[src/common/mcg_pkg.sv]
/*
  Package for the line-code generator: register addresses, reset values,
  field positions, baud timing limits and the encoder state type.
  Assumes an 8-bit special-function-register access port in the host CPU.
*/
package mcg_pkg;
  // ==========================================================================
  // Register addresses (8-bit SFR space)
  localparam logic [15:0] ADDR_STATUS   = 16'hff47;
  localparam logic [15:0] ADDR_CTL2     = 16'hff4a;
  localparam logic [15:0] ADDR_BIT_CNT  = 16'hff4b;
  localparam logic [15:0] ADDR_CTL0     = 16'hff4c;
  localparam logic [15:0] ADDR_CTL1     = 16'hff4d;
  localparam logic [15:0] ADDR_TX_BUF   = 16'hff4e;
  // ==========================================================================
  // Reset values
  localparam logic [7:0]  RST_TX_BUF    = 8'hff;
  localparam logic [2:0]  RST_BIT_CNT   = 3'h7;
  localparam logic [7:0]  RST_CTL0      = 8'h10;
  localparam logic [2:0]  RST_CTL1      = 3'h0;
  localparam logic [4:0]  RST_CTL2      = 5'h1f;
  // ==========================================================================
  // Field positions in control register 0 and the status register
  localparam int          CTL0_EN_BIT   = 7;
  localparam int          CTL0_DIR_BIT  = 4;
  localparam int          CTL0_OSL_BIT  = 1;
  localparam int          CTL0_OLV_BIT  = 0;
  localparam int          STAT_TIP_BIT  = 7;
  // ==========================================================================
  // Baud generator limits
  localparam logic [4:0]  K_MIN         = 5'h04;
  localparam int          PRESC_W       = 6;
  localparam logic [2:0]  CKS_MAX       = 3'h5;

  typedef struct packed {
    logic enable;
    logic lsb_first;
    logic bit_seq;
    logic idle_high;
  } mcg_ctl_t;

  typedef enum logic [1:0] {
    MCG_IDLE,
    MCG_FIRST,
    MCG_SECOND
  } mcg_state_t;
endpackage : mcg_pkg

[src/hdl/mcg_encoder.sv]
/*
  Manchester / bit-sequential serial encoder with its register file.
  Registers are reached through a byte-wide SFR port (address, write strobe,
  data) as the host CPU provides; reads are combinational from flip-flops.
  Assumes the port pin mux is configured by software outside this block.
*/
`timescale 1ns/10ps
// Behaviour
// - Stopped mode holds pin idle, logic quiet
// - Manchester mode sends Manchester-coded bits
// - Bit-sequential mode holds level per bit
// - Bit count, idle level, bit order selectable
// - Buffer write starts transfer only when enabled
// - Word loaded into 8-bit shift register
// - Control 0 bit 1 selects code
// - Transmit buffer writable, resets to all ones
// - Interrupt pulse when a transfer starts
// - Bit count retained across transfers
// - Three-bit count n sends n+1 bits
// - Short transfers send low-order bits
// - Control 0 byte or bit access, reset 10
// - Prescaler and 5-bit divider make baud
// - Divider k from 4 to 31, halved
// - Busy flag during transfers, clears properly
// - Idle level selectable low or high
module mcg_encoder
  import mcg_pkg::*;
(
  input  wire logic        clk,                // System clock, 25 MHz
  input  wire logic        rst_n,              // Synchronous reset, active low
  input  wire logic [15:0] sfr_addr,           // Register address
  input  wire logic        sfr_wr,             // Write strobe, one cycle
  input  wire logic [7:0]  sfr_wdata,          // Write data
  output logic [7:0]       sfr_rdata,          // Read data for sfr_addr
  output logic             serial_out_pin,     // Encoded serial output
  output logic             transmit_start_irq  // Pulse when a transfer starts
);
  logic [7:0] transmit_buffer;
  logic [2:0] transmit_bit_count;
  mcg_ctl_t   ctl;
  logic [2:0] base_clock_select;
  logic [4:0] baud_divider_k;
  logic       transmit_in_progress;
  logic       pending;
  logic [7:0] shift;
  logic [2:0] bits_left;
  logic       cur_bit;
  mcg_state_t state;
  logic       half_tick;
  logic       buf_wr;
  logic       ctl0_wr;
  logic       load_now;
  logic       last_half;
  logic [7:0] ctl0_byte;
  logic       take_wr;
  logic [7:0] tx_word;

  // ==========================================================================
  // Helpers
  function automatic logic hit(input logic [15:0] a, input logic [15:0] r);
    return sfr_wr && (a == r);
  endfunction : hit

  // Align word so the first bit to send sits at the shift-out end
  function automatic logic [7:0] align(input logic [7:0] d, input logic [2:0] n,
                                       input logic lsb);
    logic [7:0] r;
    r = d;
    if (!lsb) begin
      r = d << (3'h7 - n);
    end
    return r;
  endfunction : align

  assign buf_wr  = hit(sfr_addr, ADDR_TX_BUF);
  assign ctl0_wr = hit(sfr_addr, ADDR_CTL0);
  assign last_half = half_tick && (state == MCG_SECOND);
  // A write on the final tick with nothing queued is sent at once, since
  // the buffer flop only takes the new word on that same edge
  assign take_wr = buf_wr && !pending;
  assign tx_word = take_wr ? sfr_wdata : transmit_buffer;

  // ==========================================================================
  // Registers
  always_ff @(posedge clk) begin
    if (!rst_n) begin
      ctl <= '{enable: RST_CTL0[CTL0_EN_BIT], lsb_first: RST_CTL0[CTL0_DIR_BIT],
               bit_seq: RST_CTL0[CTL0_OSL_BIT], idle_high: RST_CTL0[CTL0_OLV_BIT]};
    end else if (ctl0_wr) begin
      ctl.enable    <= sfr_wdata[CTL0_EN_BIT];
      ctl.lsb_first <= sfr_wdata[CTL0_DIR_BIT];
      ctl.bit_seq   <= sfr_wdata[CTL0_OSL_BIT];
      ctl.idle_high <= sfr_wdata[CTL0_OLV_BIT];
    end
  end

  always_ff @(posedge clk) begin
    if (!rst_n) begin
      transmit_buffer <= RST_TX_BUF;
    end else if (buf_wr) begin
      transmit_buffer <= sfr_wdata;
    end
  end

  always_ff @(posedge clk) begin
    if (!rst_n) begin
      transmit_bit_count <= RST_BIT_CNT;
    end else if (hit(sfr_addr, ADDR_BIT_CNT)) begin
      transmit_bit_count <= sfr_wdata[2:0];
    end
  end

  always_ff @(posedge clk) begin
    if (!rst_n) begin
      base_clock_select <= RST_CTL1;
      baud_divider_k    <= RST_CTL2;
    end else begin
      if (hit(sfr_addr, ADDR_CTL1) && sfr_wdata[2:0] <= CKS_MAX) begin
        base_clock_select <= sfr_wdata[2:0];
      end
      if (hit(sfr_addr, ADDR_CTL2)) begin
        baud_divider_k <= sfr_wdata[4:0];
      end
    end
  end

  // ==========================================================================
  // Baud generator
  mcg_baud u_baud (
    .clk       (clk),
    .rst_n     (rst_n),
    .run       (ctl.enable),
    .cks       (base_clock_select),
    .brs       (baud_divider_k),
    .half_tick (half_tick)
  );

  // ==========================================================================
  // Transfer sequencer. A queued word starts on the tick ending the last bit,
  // so continuous transfers leave no idle gap.
  assign load_now = (state == MCG_IDLE && pending) ||
                    (last_half && bits_left == 3'h0 && (pending || buf_wr));

  always_ff @(posedge clk) begin
    if (!rst_n || !ctl.enable) begin
      pending <= 1'b0;
    end else if (buf_wr && !(load_now && take_wr)) begin
      pending <= 1'b1;
    end else if (load_now) begin
      pending <= 1'b0;
    end
  end

  always_ff @(posedge clk) begin
    if (!rst_n || !ctl.enable) begin
      state     <= MCG_IDLE;
      shift     <= '0;
      bits_left <= '0;
      cur_bit   <= 1'b0;
    end else if (load_now) begin
      // Bit count is latched here, so a later rewrite only affects next word
      shift     <= align(tx_word, transmit_bit_count, ctl.lsb_first);
      bits_left <= transmit_bit_count;
      state     <= MCG_FIRST;
      cur_bit   <= ctl.lsb_first ? tx_word[0] : tx_word[transmit_bit_count];
    end else if (half_tick) begin
      case (state)
        MCG_FIRST: begin
          state <= MCG_SECOND;
        end
        MCG_SECOND: begin
          if (bits_left == 3'h0) begin
            state <= MCG_IDLE;
          end else begin
            bits_left <= bits_left - 1'b1;
            state     <= MCG_FIRST;
            shift     <= ctl.lsb_first ? (shift >> 1) : (shift << 1);
            cur_bit   <= ctl.lsb_first ? shift[1] : shift[6];
          end
        end
        default: begin
          state <= MCG_IDLE;
        end
      endcase
    end
  end

  always_ff @(posedge clk) begin
    if (!rst_n || !ctl.enable) begin
      transmit_in_progress <= 1'b0;
    end else if (load_now) begin
      transmit_in_progress <= 1'b1;
    end else if (last_half && bits_left == 3'h0) begin
      transmit_in_progress <= 1'b0;
    end
  end

  always_ff @(posedge clk) begin
    if (!rst_n) begin
      transmit_start_irq <= 1'b0;
    end else begin
      transmit_start_irq <= load_now && ctl.enable;
    end
  end

  // ==========================================================================
  // Pin. Manchester: bit value in first half, inverted in second half.
  always_ff @(posedge clk) begin
    if (!rst_n) begin
      serial_out_pin <= RST_CTL0[CTL0_OLV_BIT];
    end else if (state == MCG_IDLE || !ctl.enable) begin
      serial_out_pin <= ctl.idle_high;
    end else if (ctl.bit_seq) begin
      serial_out_pin <= cur_bit;
    end else begin
      serial_out_pin <= (state == MCG_SECOND) ? !cur_bit : cur_bit;
    end
  end

  // ==========================================================================
  // Read mux
  assign ctl0_byte = {ctl.enable, 2'b00, ctl.lsb_first, 2'b00, ctl.bit_seq, ctl.idle_high};

  always_comb begin
    case (sfr_addr)
      ADDR_TX_BUF:  sfr_rdata = transmit_buffer;
      ADDR_BIT_CNT: sfr_rdata = {5'h00, transmit_bit_count};
      ADDR_CTL0:    sfr_rdata = ctl0_byte;
      ADDR_CTL1:    sfr_rdata = {5'h00, base_clock_select};
      ADDR_CTL2:    sfr_rdata = {3'h0, baud_divider_k};
      ADDR_STATUS:  sfr_rdata = {transmit_in_progress, 7'h00};
      default:      sfr_rdata = 8'h00;
    endcase
  end

  // ==========================================================================
  // Checks
  idle_level_a: assert property (@(posedge clk) disable iff (!rst_n)
    (!ctl.enable && !$past(ctl.enable)) |-> serial_out_pin == ctl.idle_high)
    else $error("pin not at idle level while stopped");
  start_irq_a: assert property (@(posedge clk) disable iff (!rst_n)
    (buf_wr && ctl.enable && state == MCG_IDLE && !pending) |=> ##1 transmit_start_irq)
    else $error("no start interrupt after write");
  no_start_off_a: assert property (@(posedge clk) disable iff (!rst_n)
    !ctl.enable |=> !transmit_start_irq) else $error("start while disabled");
  busy_flag_a: assert property (@(posedge clk) disable iff (!rst_n)
    (state != MCG_IDLE) |-> transmit_in_progress) else $error("busy flag low");
  // The enable flop falls on the write edge, the busy flop one edge later
  busy_clear_a: assert property (@(posedge clk) disable iff (!rst_n)
    $fell(ctl.enable) |=> !transmit_in_progress) else $error("busy not cleared");
  manch_mid_a: assert property (@(posedge clk) disable iff (!rst_n)
    (ctl.enable && !ctl.bit_seq && $past(state) == MCG_FIRST && state == MCG_SECOND)
    |=> serial_out_pin == !$past(serial_out_pin)) else $error("no mid-bit edge");
  nrz_hold_a: assert property (@(posedge clk) disable iff (!rst_n)
    (ctl.enable && ctl.bit_seq && $past(state) == MCG_FIRST && state == MCG_SECOND)
    |=> $stable(serial_out_pin)) else $error("level changed mid-bit");
  cnt_keep_a: assert property (@(posedge clk) disable iff (!rst_n)
    !hit(sfr_addr, ADDR_BIT_CNT) |=> $stable(transmit_bit_count))
    else $error("bit count changed");
  start_cov: cover property (@(posedge clk) transmit_start_irq);
  chain_cov: cover property (@(posedge clk) last_half && bits_left == 3'h0 && pending);
  nrz_cov:   cover property (@(posedge clk) ctl.bit_seq && state == MCG_SECOND);
endmodule : mcg_encoder

[src/hdl/mcg_baud.sv]
/*
  Baud generator: prescaler picks the base clock, 5-bit counter divides it
  by k (k below four acts as four), and a final divide by two gives the bit
  rate. Emits one-cycle half-bit enables for the encoder.
  Assumes one clock and that settings change only while stopped.
*/
`timescale 1ns/10ps
module mcg_baud
  import mcg_pkg::*;
(
  input  wire logic       clk,       // System clock
  input  wire logic       rst_n,     // Synchronous reset, active low
  input  wire logic       run,       // Divider runs only while enabled
  input  wire logic [2:0] cks,       // Base clock select
  input  wire logic [4:0] brs,       // Divider value k
  output logic            half_tick  // One pulse per half bit period
);
  logic [PRESC_W-1:0] presc;
  logic [4:0]         cnt;
  logic               base_tick;
  logic [4:0]         k_eff;

  // ==========================================================================
  // Prescaler: base tick every 2^cks cycles
  always_ff @(posedge clk) begin
    if (!rst_n || !run) begin
      presc <= '0;
    end else begin
      presc <= presc + 1'b1;
    end
  end

  always_comb begin
    if (cks == '0) begin
      base_tick = 1'b1;
    end else begin
      base_tick = (presc & ((PRESC_W'(1) << cks) - 1'b1)) == '0;
    end
  end

  assign k_eff = (brs < K_MIN) ? K_MIN : brs;

  // ==========================================================================
  // Divide by k; each wrap is one half bit, so two wraps make one bit
  always_ff @(posedge clk) begin
    if (!rst_n || !run) begin
      cnt <= '0;
    end else if (base_tick) begin
      cnt <= (cnt == k_eff - 1'b1) ? 5'h00 : cnt + 1'b1;
    end
  end

  assign half_tick = run && base_tick && (cnt == k_eff - 1'b1);

  // Largest base clock select needs a 5-bit prescale mask
  if (PRESC_W < 6) begin : g_presc_chk
    $error("prescaler too narrow");
  end

  stop_quiet_a: assert property (@(posedge clk) disable iff (!rst_n)
    !run |-> !half_tick) else $error("baud tick while stopped");
  k_floor_a: assert property (@(posedge clk) disable iff (!rst_n)
    (half_tick && cks == 3'h0 && brs < K_MIN && $stable(run)) |=> !half_tick [*3])
    else $error("divider below four");
endmodule : mcg_baud

[config.mk]
export PLATFORM = sky130hd
export DESIGN_NAME = mcg_encoder
export DESIGN_NICKNAME = d
export VERILOG_FILES = /design/src/common/mcg_pkg.sv /design/src/hdl/mcg_encoder.sv /design/src/hdl/mcg_baud.sv
export SDC_FILE = /design/constraint.sdc
export NUM_CORES = 1
export LEC_CHECK = 0
export BUFFER_PORTS_ARGS = -buffer_cell sky130_fd_sc_hd__buf_2
export CAP_MARGIN = 0
export CORE_ASPECT_RATIO = 0.9
export CORE_MARGIN = 10
export CORE_UTILIZATION = 30
export CTS_CLUSTER_DIAMETER = 50
export CTS_CLUSTER_SIZE = 10
export DETAILED_ROUTE_END_ITERATION = 7
export SYNTH_ARGS = -nofsm -noshare
export SYNTH_HDL_FRONTEND = slang
export SYNTH_SLANG_ARGS = --single-unit
export TNS_END_PERCENT = 30
[constraint.sdc]
create_clock -name clk -period 4.5 [get_ports clk]
set_input_delay 0 -clock clk [delete_from_list [all_inputs] [get_ports clk]]
set_output_delay 0 -clock clk [all_outputs]
set_load 0.005 [all_outputs]
Word level (Yosys, flattened, before mapping) --
Index checks and enable logic that the tools add are counted.
Operators by class: add/sub/neg operators 6, multiplexer cells 34, reductions and logical operators 35, equal/unequal tests 10, $lt $le $gt $ge 3, bitwise logic cells 1, shifts and indexed selects 2
Operator list (number):
- equality test 16 bit (second input constant) | 6
- 2-to-1 mux 8 bit | 7
- one-hot mux 8 bit (6 select lines) | 1
- 2-to-1 mux 1 bit | 18
- logical AND 1 bit | 16
- 2-to-1 mux 3 bit | 4
- 2-to-1 mux 5 bit | 2
- nonzero test 2 bit | 4
- left shift 8 x 3 -> 8 bit | 1
- adder 6 x 1 -> 6 bit (second input constant) | 1
- AND 6 bit | 1
- logical NOT 3 bit | 2
- logical NOT 6 bit | 1
- left shift 1 x 3 -> 6 bit (first input constant) | 1
- subtractor 6 x 1 -> 6 bit (second input constant) | 1
- adder 5 x 1 -> 5 bit (second input constant) | 1
- equality test 5 bit | 1
- logical NOT 1 bit | 5
- less-than comparator 5 x 3 -> 1 bit (second input constant) | 1
- subtractor 5 x 1 -> 5 bit (second input constant) | 1
- logical OR 1 bit | 4
- less-than comparator 3 x 4 -> 1 bit (second input constant) | 1
- one-hot mux 2 bit (2 select lines) | 1
- binary-select mux 1 bit (select 3 bit) | 1
- other kinds (9) | 9
Word-level totals: bits in registers 52, bits of input ports 27, word-level logic and storage cells 110

Logic depth before layout (Yosys ltp) --
Gate-level depths: netlist of run 1.
depth after elaboration 15, gate-level depth with buffers 12, depth with buffers taken out 10

Modules after synthesis --
A second synthesis of run 1 with hierarchy kept.
Unflattened totals: cells, all modules 404, area, all modules 3308.2 µm²
By module, submodules not included:
- mcg_encoder | instances 1, sequential area each 820.8 µm², cells each 314, area an instance 2516.2 µm²
- mcg_baud | instances 1, sequential area each 220.2 µm², cells each 90, area an instance 792.0 µm²

Least setup slack after synthesis of run 1 --
No wires, ideal clock.
kind register to register, from reg baud_divider_k[2], to reg shift[5], cell stages (with the launch flop) 13, buffers on the path 2, setup slack 1643 ps, clock period less this slack 2857 ps, arrival 2726 ps, data required time 4368 ps, cell sequence dfxtp_1 > clkbuf_1 > o31ai_1 > ha_1 > xor2_1 > or3_1 > a21oi_1 > nand4_1 > o31ai_1 > nand2_1 > clkbuf_1 > a211oi_1 > nor4_1
Between the ends: cells in the longest elaborated chain, start to end 11
RTL lines:
- start: declaration | line mcg_encoder.sv:42 | logic [4:0] baud_divider_k;
- start signal: assignment | line mcg_encoder.sv:122 | baud_divider_k <= sfr_wdata[4:0];
- less-than comparator 5 x 3 -> 1 bit | line mcg_baud.sv:41 | assign k_eff = (brs < K_MIN) ? K_MIN : brs;
- 2-to-1 mux 5 bit (*) | line mcg_baud.sv:41
- subtractor 5 x 1 -> 5 bit (*) | line mcg_baud.sv:53 | assign half_tick = run && base_tick && (cnt == k_eff - 1'b1);
- equality test 5 bit (*) | line mcg_baud.sv:53
- logical AND 1 bit (*) | line mcg_baud.sv:53
- logical AND 1 bit | line mcg_encoder.sv:77 | assign last_half = half_tick && (state == MCG_SECOND);
- logical AND 1 bit (2 in series) | line mcg_encoder.sv:142 | (last_half && bits_left == 3'h0 && (pending || buf_wr));
- logical OR 1 bit | line mcg_encoder.sv:141 | assign load_now = (state == MCG_IDLE && pending) ||
- inequality test 2 bit (no source line) / nonzero test 2 bit (equally long branches)
- AND reduction 3 bit (no source line)
- end signal: assignment | line mcg_encoder.sv:162 | shift <= align(tx_word, transmit_bit_count, ctl.lsb_first);
- end signal: assignment | line mcg_encoder.sv:177 | shift <= ctl.lsb_first ? (shift >> 1) : (shift << 1);
- end: declaration | line mcg_encoder.sv:45 | logic [7:0] shift;
Every way passes the cells marked *; elsewhere a longest branch is shown, timed or not. A chain may end at the register's enable or synchronous reset.

Final worst setup path of run 1 --
from reg base_clock_select[2], to reg shift[2]
Between the ends: cells in the longest elaborated chain, start to end 13
RTL lines:
- start: declaration | line mcg_encoder.sv:41 | logic [2:0] base_clock_select;
- start signal: assignment | line mcg_encoder.sv:119 | base_clock_select <= sfr_wdata[2:0];
- left shift 1 x 3 -> 6 bit | line mcg_baud.sv:37 | base_tick = (presc & ((PRESC_W'(1) << cks) - 1'b1)) == '0;
- subtractor 6 x 1 -> 6 bit | line mcg_baud.sv:37
- AND 6 bit | line mcg_baud.sv:37
- logical NOT 6 bit | line mcg_baud.sv:37
- 2-to-1 mux 1 bit (*) | line mcg_baud.sv:34 | if (cks == '0) begin
- logical AND 1 bit (*) (2 in series) | line mcg_baud.sv:53
- logical AND 1 bit | line mcg_encoder.sv:77
- logical AND 1 bit (2 in series) | line mcg_encoder.sv:142
- logical OR 1 bit | line mcg_encoder.sv:141
- inequality test 2 bit (no source line) / nonzero test 2 bit (equally long branches)
- AND reduction 3 bit (no source line)
Marked as above.

==> metrics.txt, run 1 <==
Synth Flop Type dfxtp_1; Synth Area in Adders 2.62%; Final period util 76.0%; Via Count 2955; die area 15400 µm²; Post-synth EDFFs 0; Die Y 119 µm; Post-synth ARST share 0%; max incr delay on CP 580 ps; min cycle time layout 3420 ps; Mean Syn Cell Area 8.19 µm²; number of I/O port buffers 36; grt total ovfl 0; Worst Setup Slack, final 1080 ps; PwrDens 239 nW/µm²; core area 10400 µm²; top post-synthesis cells by count dfxtp_1 (52), nand2_1 (52), nor2_1 (37); number of clock sinks 52; Peak VDD IR 0.139 mV; initial DRC count 184; syn_nets 429; die width 130 µm; Worst slew margin 41.9%; initial core utilization 31.2%; drt wl/cell 16.0 µm; synth warn 0; I/O pins 37; crit-path cells nor3_1, inv_1, ha_1, and4_1, nor3_1, a41oi_1, o31ai_1, nand2_1, mux2_2, o31ai_1; Synth top area share 32.1%; initial antenna violation count 0; H-tree depth 2; slowest cell on the critical path o31ai_1; Routed Antenna Nets 0; RSZ-0062 raised after global routing false; filler cell count 1052; Synth Area in Compound Gates 19.3%; largest family of logic cells by synthesized area simple AND/OR/NAND/NOR gates; Hold Startpoint sfr_wdata[7]; cts repair resizes 0; area leader, netlist dfxtp_1; CP startpoint base_clock_select[2]; final hold violations 0; cell count after synthesis 396; Tot GR Track Use 11.6%; CTS root buf clkbuf_16; Achievable Freq 292 MHz; Clk Latency, worst-skew pair 290 ps; R2R Path Start base_clock_select[2]; detailed placer's ending HPWL 6670 µm; vias in the first global route 2824; Post-Syn Area 3240 µm²; Synth Register Bits 52; share of the yosys chip area belonging to registers 32.1%; Final Max Tran Viols 0; type of the worst min-delay path in2reg; vias per cell 5.39; Critical Path Start Type flop; WS Path Type reg2reg; Lkg Pwr 1.41 nW; Crit. End Element flop; setup TNS 0 ps; TritonCTS clock tree built; row count 35; Routed WL 8770 µm; GPL Wtd Cong 0.802; Worst-path clk slew 70 ps; First-pass DRT Iterations 4; number of remaining DRC errors 0; top cells by area, synth dfxtp_1 (32%), mux2i_1 (6.8%), nand2_1 (6.0%), mux4_2 (4.9%), nor2_1 (4.3%); final net count 451; # diodes 0; global-route wire length before repair 14800 µm; CP Max Fanout 11; max_cap viols 0; post-CTS setup buffers 0; Netlist cell types 64; Setup violations, final 0; XOR/XNOR Fraction of Synth Area 3.51%; CP arrival 3630 ps; CTS Buf Count 5; fraction of layout cells with a size suffix above 1 15.3%; simple-gate share of the synthesized area 24.4%; clock skew 9.88 ps; Critical Path RT 4710 ps; Max clock buf depth 2; largest net degree at the start of global routing 28; synthesis-to-layout area growth 12.9%; status completed; cts-stage hold buffer count 2; post-synthesis mux area share 13.4%; measured slew at the worst slew-check pin 868 ps; worst slack at placement 1140 ps
-- state kept, by name, summed over array words and instances (netlist names), 2 cells and up --
register and count:
u_baud.presc 6, transmit_buffer 8, u_baud.cnt 5, transmit_bit_count 3
ctl 4, shift 8, baud_divider_k 5, base_clock_select 3
bits_left 3, state 2
-- metal layers --
metal	share of wire, %	track usage [%]
met5	0	0
met4	0.80	2.67
met3	4.0	2.68
met2	46	17.8
met1	49	16.1
-- layout by cell type (no fill, tap or decap), drive strengths merged, types with 3 or more instances in the layout --
master   count
nand2       52
dfxtp       52
nor2        37
buf         37
nand3       23
mux2i       22
o21ai       17
inv         16
a21oi       16
o211ai       9
nand4        8
nor3         8
nor2b        8
and2         8
xor2         7
mux4         7
xnor2        6
ha           6
o31ai        5
mux2         5
clkbuf       5
a2111oi      4
a22oi        3
or3          3
nor4         3
a211oi       3
and3         3
clkinv       3
-- critical path, delay by kind of cell, from the launching register on --
family | cells | cell delay, ps
simple gates | 4 | 1210
flops | 1 | 380
compound gates | 3 | 1050
fa+ha+maj | 1 | 250
mux | 1 | 380
buf+inv | 1 | 80
-- per-stage QoR --
step	instances	instance area (µm²)	hold slack (ps)	utilization (%)	power, mW
floorplan	396	3240	124	-	0.483
global placement	538	3500	269	33.7	0.503
detailed placement	538	3500	280	33.7	0.503
CTS	548	3660	13.9	35.3	0.879
global route	548	3660	12.9	35.3	0.904
finish	548	3660	4.30	35.3	0.874
-- path summary, 6_finish.rpt --
check	to	slack, ps	cells after the start
worst max-delay path	shift[2]	1080	10
worst min register to register	bits_left[2]	450	2
worst min-delay path	transmit_buffer[7]	4	3
worst max register to register	shift[2]	1080	10
-- cell families (layout without fill, tap and decap cells) --
| logic type | after synthesis | after routing |
|---|---|---|
| compound gates | 86 | 86 |
| xor+xnor | 13 | 13 |
| fa+ha+maj | 7 | 7 |
| buf+inv | 40 | 63 |
| flops | 52 | 52 |
| mux | 34 | 34 |
| simple gates | 164 | 164 |
-- area by class of cell --
cell class / count / area [µm²] / area share [%]
well taps: 129 / 161 / 4.41
clock buffers: 5 / 125 / 3.42
clock inverters: 3 / 18.8 / 0.512
repair buffers: 39 / 208 / 5.67
multi-input cells: 304 / 2050 / 55.9
flip-flops and latches: 52 / 1040 / 28.4
inverters: 16 / 60.1 / 1.64
-- power breakdown --
group / switching [mW] / leakage [nW] / total [mW] / internal (mW)
clock: 0.175 / 0.0736 / 0.380 / 0.206
combinational: 0.0202 / 0.920 / 0.0337 / 0.0135
sequential: 0.00000560 / 0.419 / 0.460 / 0.460
total: 0.195 / 1.41 / 0.874 / 0.679
Power figures use the tool's default switching activity.
==> inputs of run 2 (changes only) <==
- ABC_AREA: default -> 1
- clock period: 4.5 -> 3.15 ns (I/O delays scaled with it)
==> metrics.txt, run 2 <==
status completed; row count 36 (+2.9%); detailed placer's ending HPWL 7160 µm (+7.4%); PwrDens 353 nW/µm² (+48%); initial DRC count 205 (+11%); most frequent cells in the layout nand2_1 (137), dfxtp_1 (52), inv_1 (51), nor2_1 (50), nand3_1 (42); RSZ-0062 raised after global routing false; vias per cell 5.07 (-5.9%); Netlist cell types 38 (-41%); type of the worst min-delay path in2reg; Post-synth ARST share 0% (unchanged); initial core utilization 30.5% (-0.73 points); die width 131 µm (+0.73%); Final period util 82.9% (+6.9 points); drt wl/cell 13.7 µm (-14%); Worst slew margin 58.7% (+17 points); CP arrival 2800 ps (-830 ps); H-tree depth 2 (unchanged); setup TNS 0 ps (unchanged); Achievable Freq 383 MHz (+31%); Worst-path clk slew 70 ps (about the same); core area 10800 µm² (+4.2%); Clk Latency, worst-skew pair 300 ps (about the same); Total Power 1.33 mW (+52%); Die Y 119 µm (+0.72%); GPL Wtd Cong 0.890 (+11%); placed inst area 3550 µm² (+1.6%); CTS root buf clkbuf_16; most common cell after layout, fill and taps aside nand2_1; Crit. End Element flop; fraction of layout cells with a size suffix above 1 14.9% (-0.40 points); # diodes 0 (unchanged); First-pass DRT Iterations 5 (+1); Mean Syn Cell Area 6.55 µm² (-20%); Final Max Tran Viols 0 (unchanged); top cells by area, synth dfxtp_1 (32%), nand2_1 (16%), nand3_1 (6.4%), inv_1 (5.8%), nor2_1 (5.7%); syn_nets 537 (+25%); grt total ovfl 0 (unchanged); Tot GR Track Use 12.0% (+0.39 points); vias in the first global route 3242 (+15%); synth warn 0 (unchanged); synthesis-to-layout area growth 13.9%; final net count 570 (+26%); Routed WL 9190 µm (+4.8%); Routed Antenna Nets 0 (unchanged); I/O pins 37 (unchanged); Post-synth EDFFs 0 (unchanged); fin area 3760 µm² (+2.6%); max_cap viols 0 (unchanged); die area 15600 µm² (+1.5%); Peak VDD IR 0.163 mV (+18%); CTS Buf Count 5 (unchanged); measured slew at the worst slew-check pin 618 ps (-249 ps); area leader, netlist dfxtp_1; clock skew 4.90 ps (-4.98 ps); cts repair resizes 0 (unchanged); Critical Path RT 3340 ps (-1370 ps); Largest regs shift: 8 flops, transmit_buffer: 8 flops, u_baud.presc: 6 flops; Via Count 3404 (+15%); post-CTS setup buffers 0 (unchanged); Synth Flop Type dfxtp_1; Post-Syn Area 3300 µm² (+1.7%); WS Path Type reg2reg; Lkg Pwr 1.79 nW (+26%); number of I/O port buffers 36 (unchanged); TritonCTS clock tree built; Max clock buf depth 2 (unchanged); CP Max Fanout 16 (+5); Critical Path Start Type flop; share of the yosys chip area belonging to registers 31.6% (-0.55 points); min cycle time layout 2610 ps (-809 ps); Setup violations, final 0 (unchanged); number of clock sinks 52 (unchanged); Synth top area share 31.6% (-0.55 points); largest net degree at the start of global routing 24 (-14%); top post-synthesis cells by count nand2_1 (137), dfxtp_1 (52), inv_1 (51); count leader, synth nand2_1; final hold violations 0 (unchanged); number of remaining DRC errors 0 (unchanged); initial antenna violation count 0 (unchanged); global-route wire length before repair 15500 µm (+4.5%); cell count after synthesis 504 (+27%); Synth Register Bits 52 (unchanged)
run 2: layout make-up:
| type | count | area, µm² |
|---|---|---|
| multi-input combinational | 378 | 1940 |
| tap | 133 | 166 |
| timing repair buffer | 40 | 220 |
| clock buffer | 6 | 129 |
| inverter | 60 | 230 |
| sequential | 52 | 1040 |
| clock inverter | 2 | 35.0 |
| fill | 1171 | 7050 |
run 2: cell families (layout without fill, tap and decap cells):
| kind of cell | count (synthesis) | in the layout | share of synthesized area [%] |
|---|---|---|---|
| adders and majority gates | 6 | 6 | 2.28 |
| and+or+nand+nor | 277 | 277 | 38.3 |
| DFF | 52 | 52 | 31.6 |
| buffers and inverters | 74 | 108 | 9.78 |
| AOI/OAI and AO/OA | 86 | 86 | 15.7 |
| xor gates and xnor gates | 9 | 9 | 2.39 |
run 2: timing repair:
item                                    in CTS  in global routing
hold buffers                                 4                  0
endpoints found under the setup margin       0                  0
hold endpoints to repair                     4                  0
run 2: where the power goes:
part           total, mW  internal (mW)  leakage, nW  switching (mW)
Clock              0.620          0.374       0.0808           0.246
Sequential         0.657          0.657        0.419      0.00000658
Combinational     0.0493         0.0183         1.29          0.0310
Total               1.33           1.05         1.79           0.277
run 2: through the flow:
stage	std cells	util (%)	hold WS, ps	setup slack, ps
floorplan	504	-	113	951
global placement	659	32.9	245	714
detailed placement	659	32.9	251	587
CTS	671	34.8	61.4	565
global route	671	34.8	94.3	282
finish	671	34.8	64.8	539
run 2: worst paths after layout:
kind	cells past startpoint	endpoint	from	slack, ps
worst max-delay path	18	shift[5]	base_clock_select[0]	540
worst min-delay path	3	base_clock_select[0]	sfr_wdata[0]	60
worst max register to register	18	shift[5]	base_clock_select[0]	540
worst min register to register	1	u_baud.presc[0]	u_baud.presc[0]	460
run 2: critical path: stages (launching register included):
cell and delay, ps:
dfxtp_1 340, nor2_2 170, nand2_1 170, ha_1 320, inv_1 30, nand2_1 50
nand2_1 50, nor2_1 90, nand3_1 180, a21oi_1 210, nand3_2 110, nand2_4 90
nand2_4 130, nand2_4 90, nand2_4 120, clkinv_4 140, nand2_1 60, nor2_1 100
nor2_1 40
run 2: routing by layer:
| layer | vias to the layer above | track usage [%] | wire length, µm |
|---|---|---|---|
| met1 | 1595 | 15.7 | 4340 |
| met5 | - | 0 | 0 |
| met2 | 69 | 19.6 | 4350 |
| met4 | 0 | 3.19 | 100 |
| li1 | 1730 | - | - |
| met3 | 10 | 2.55 | 398 |
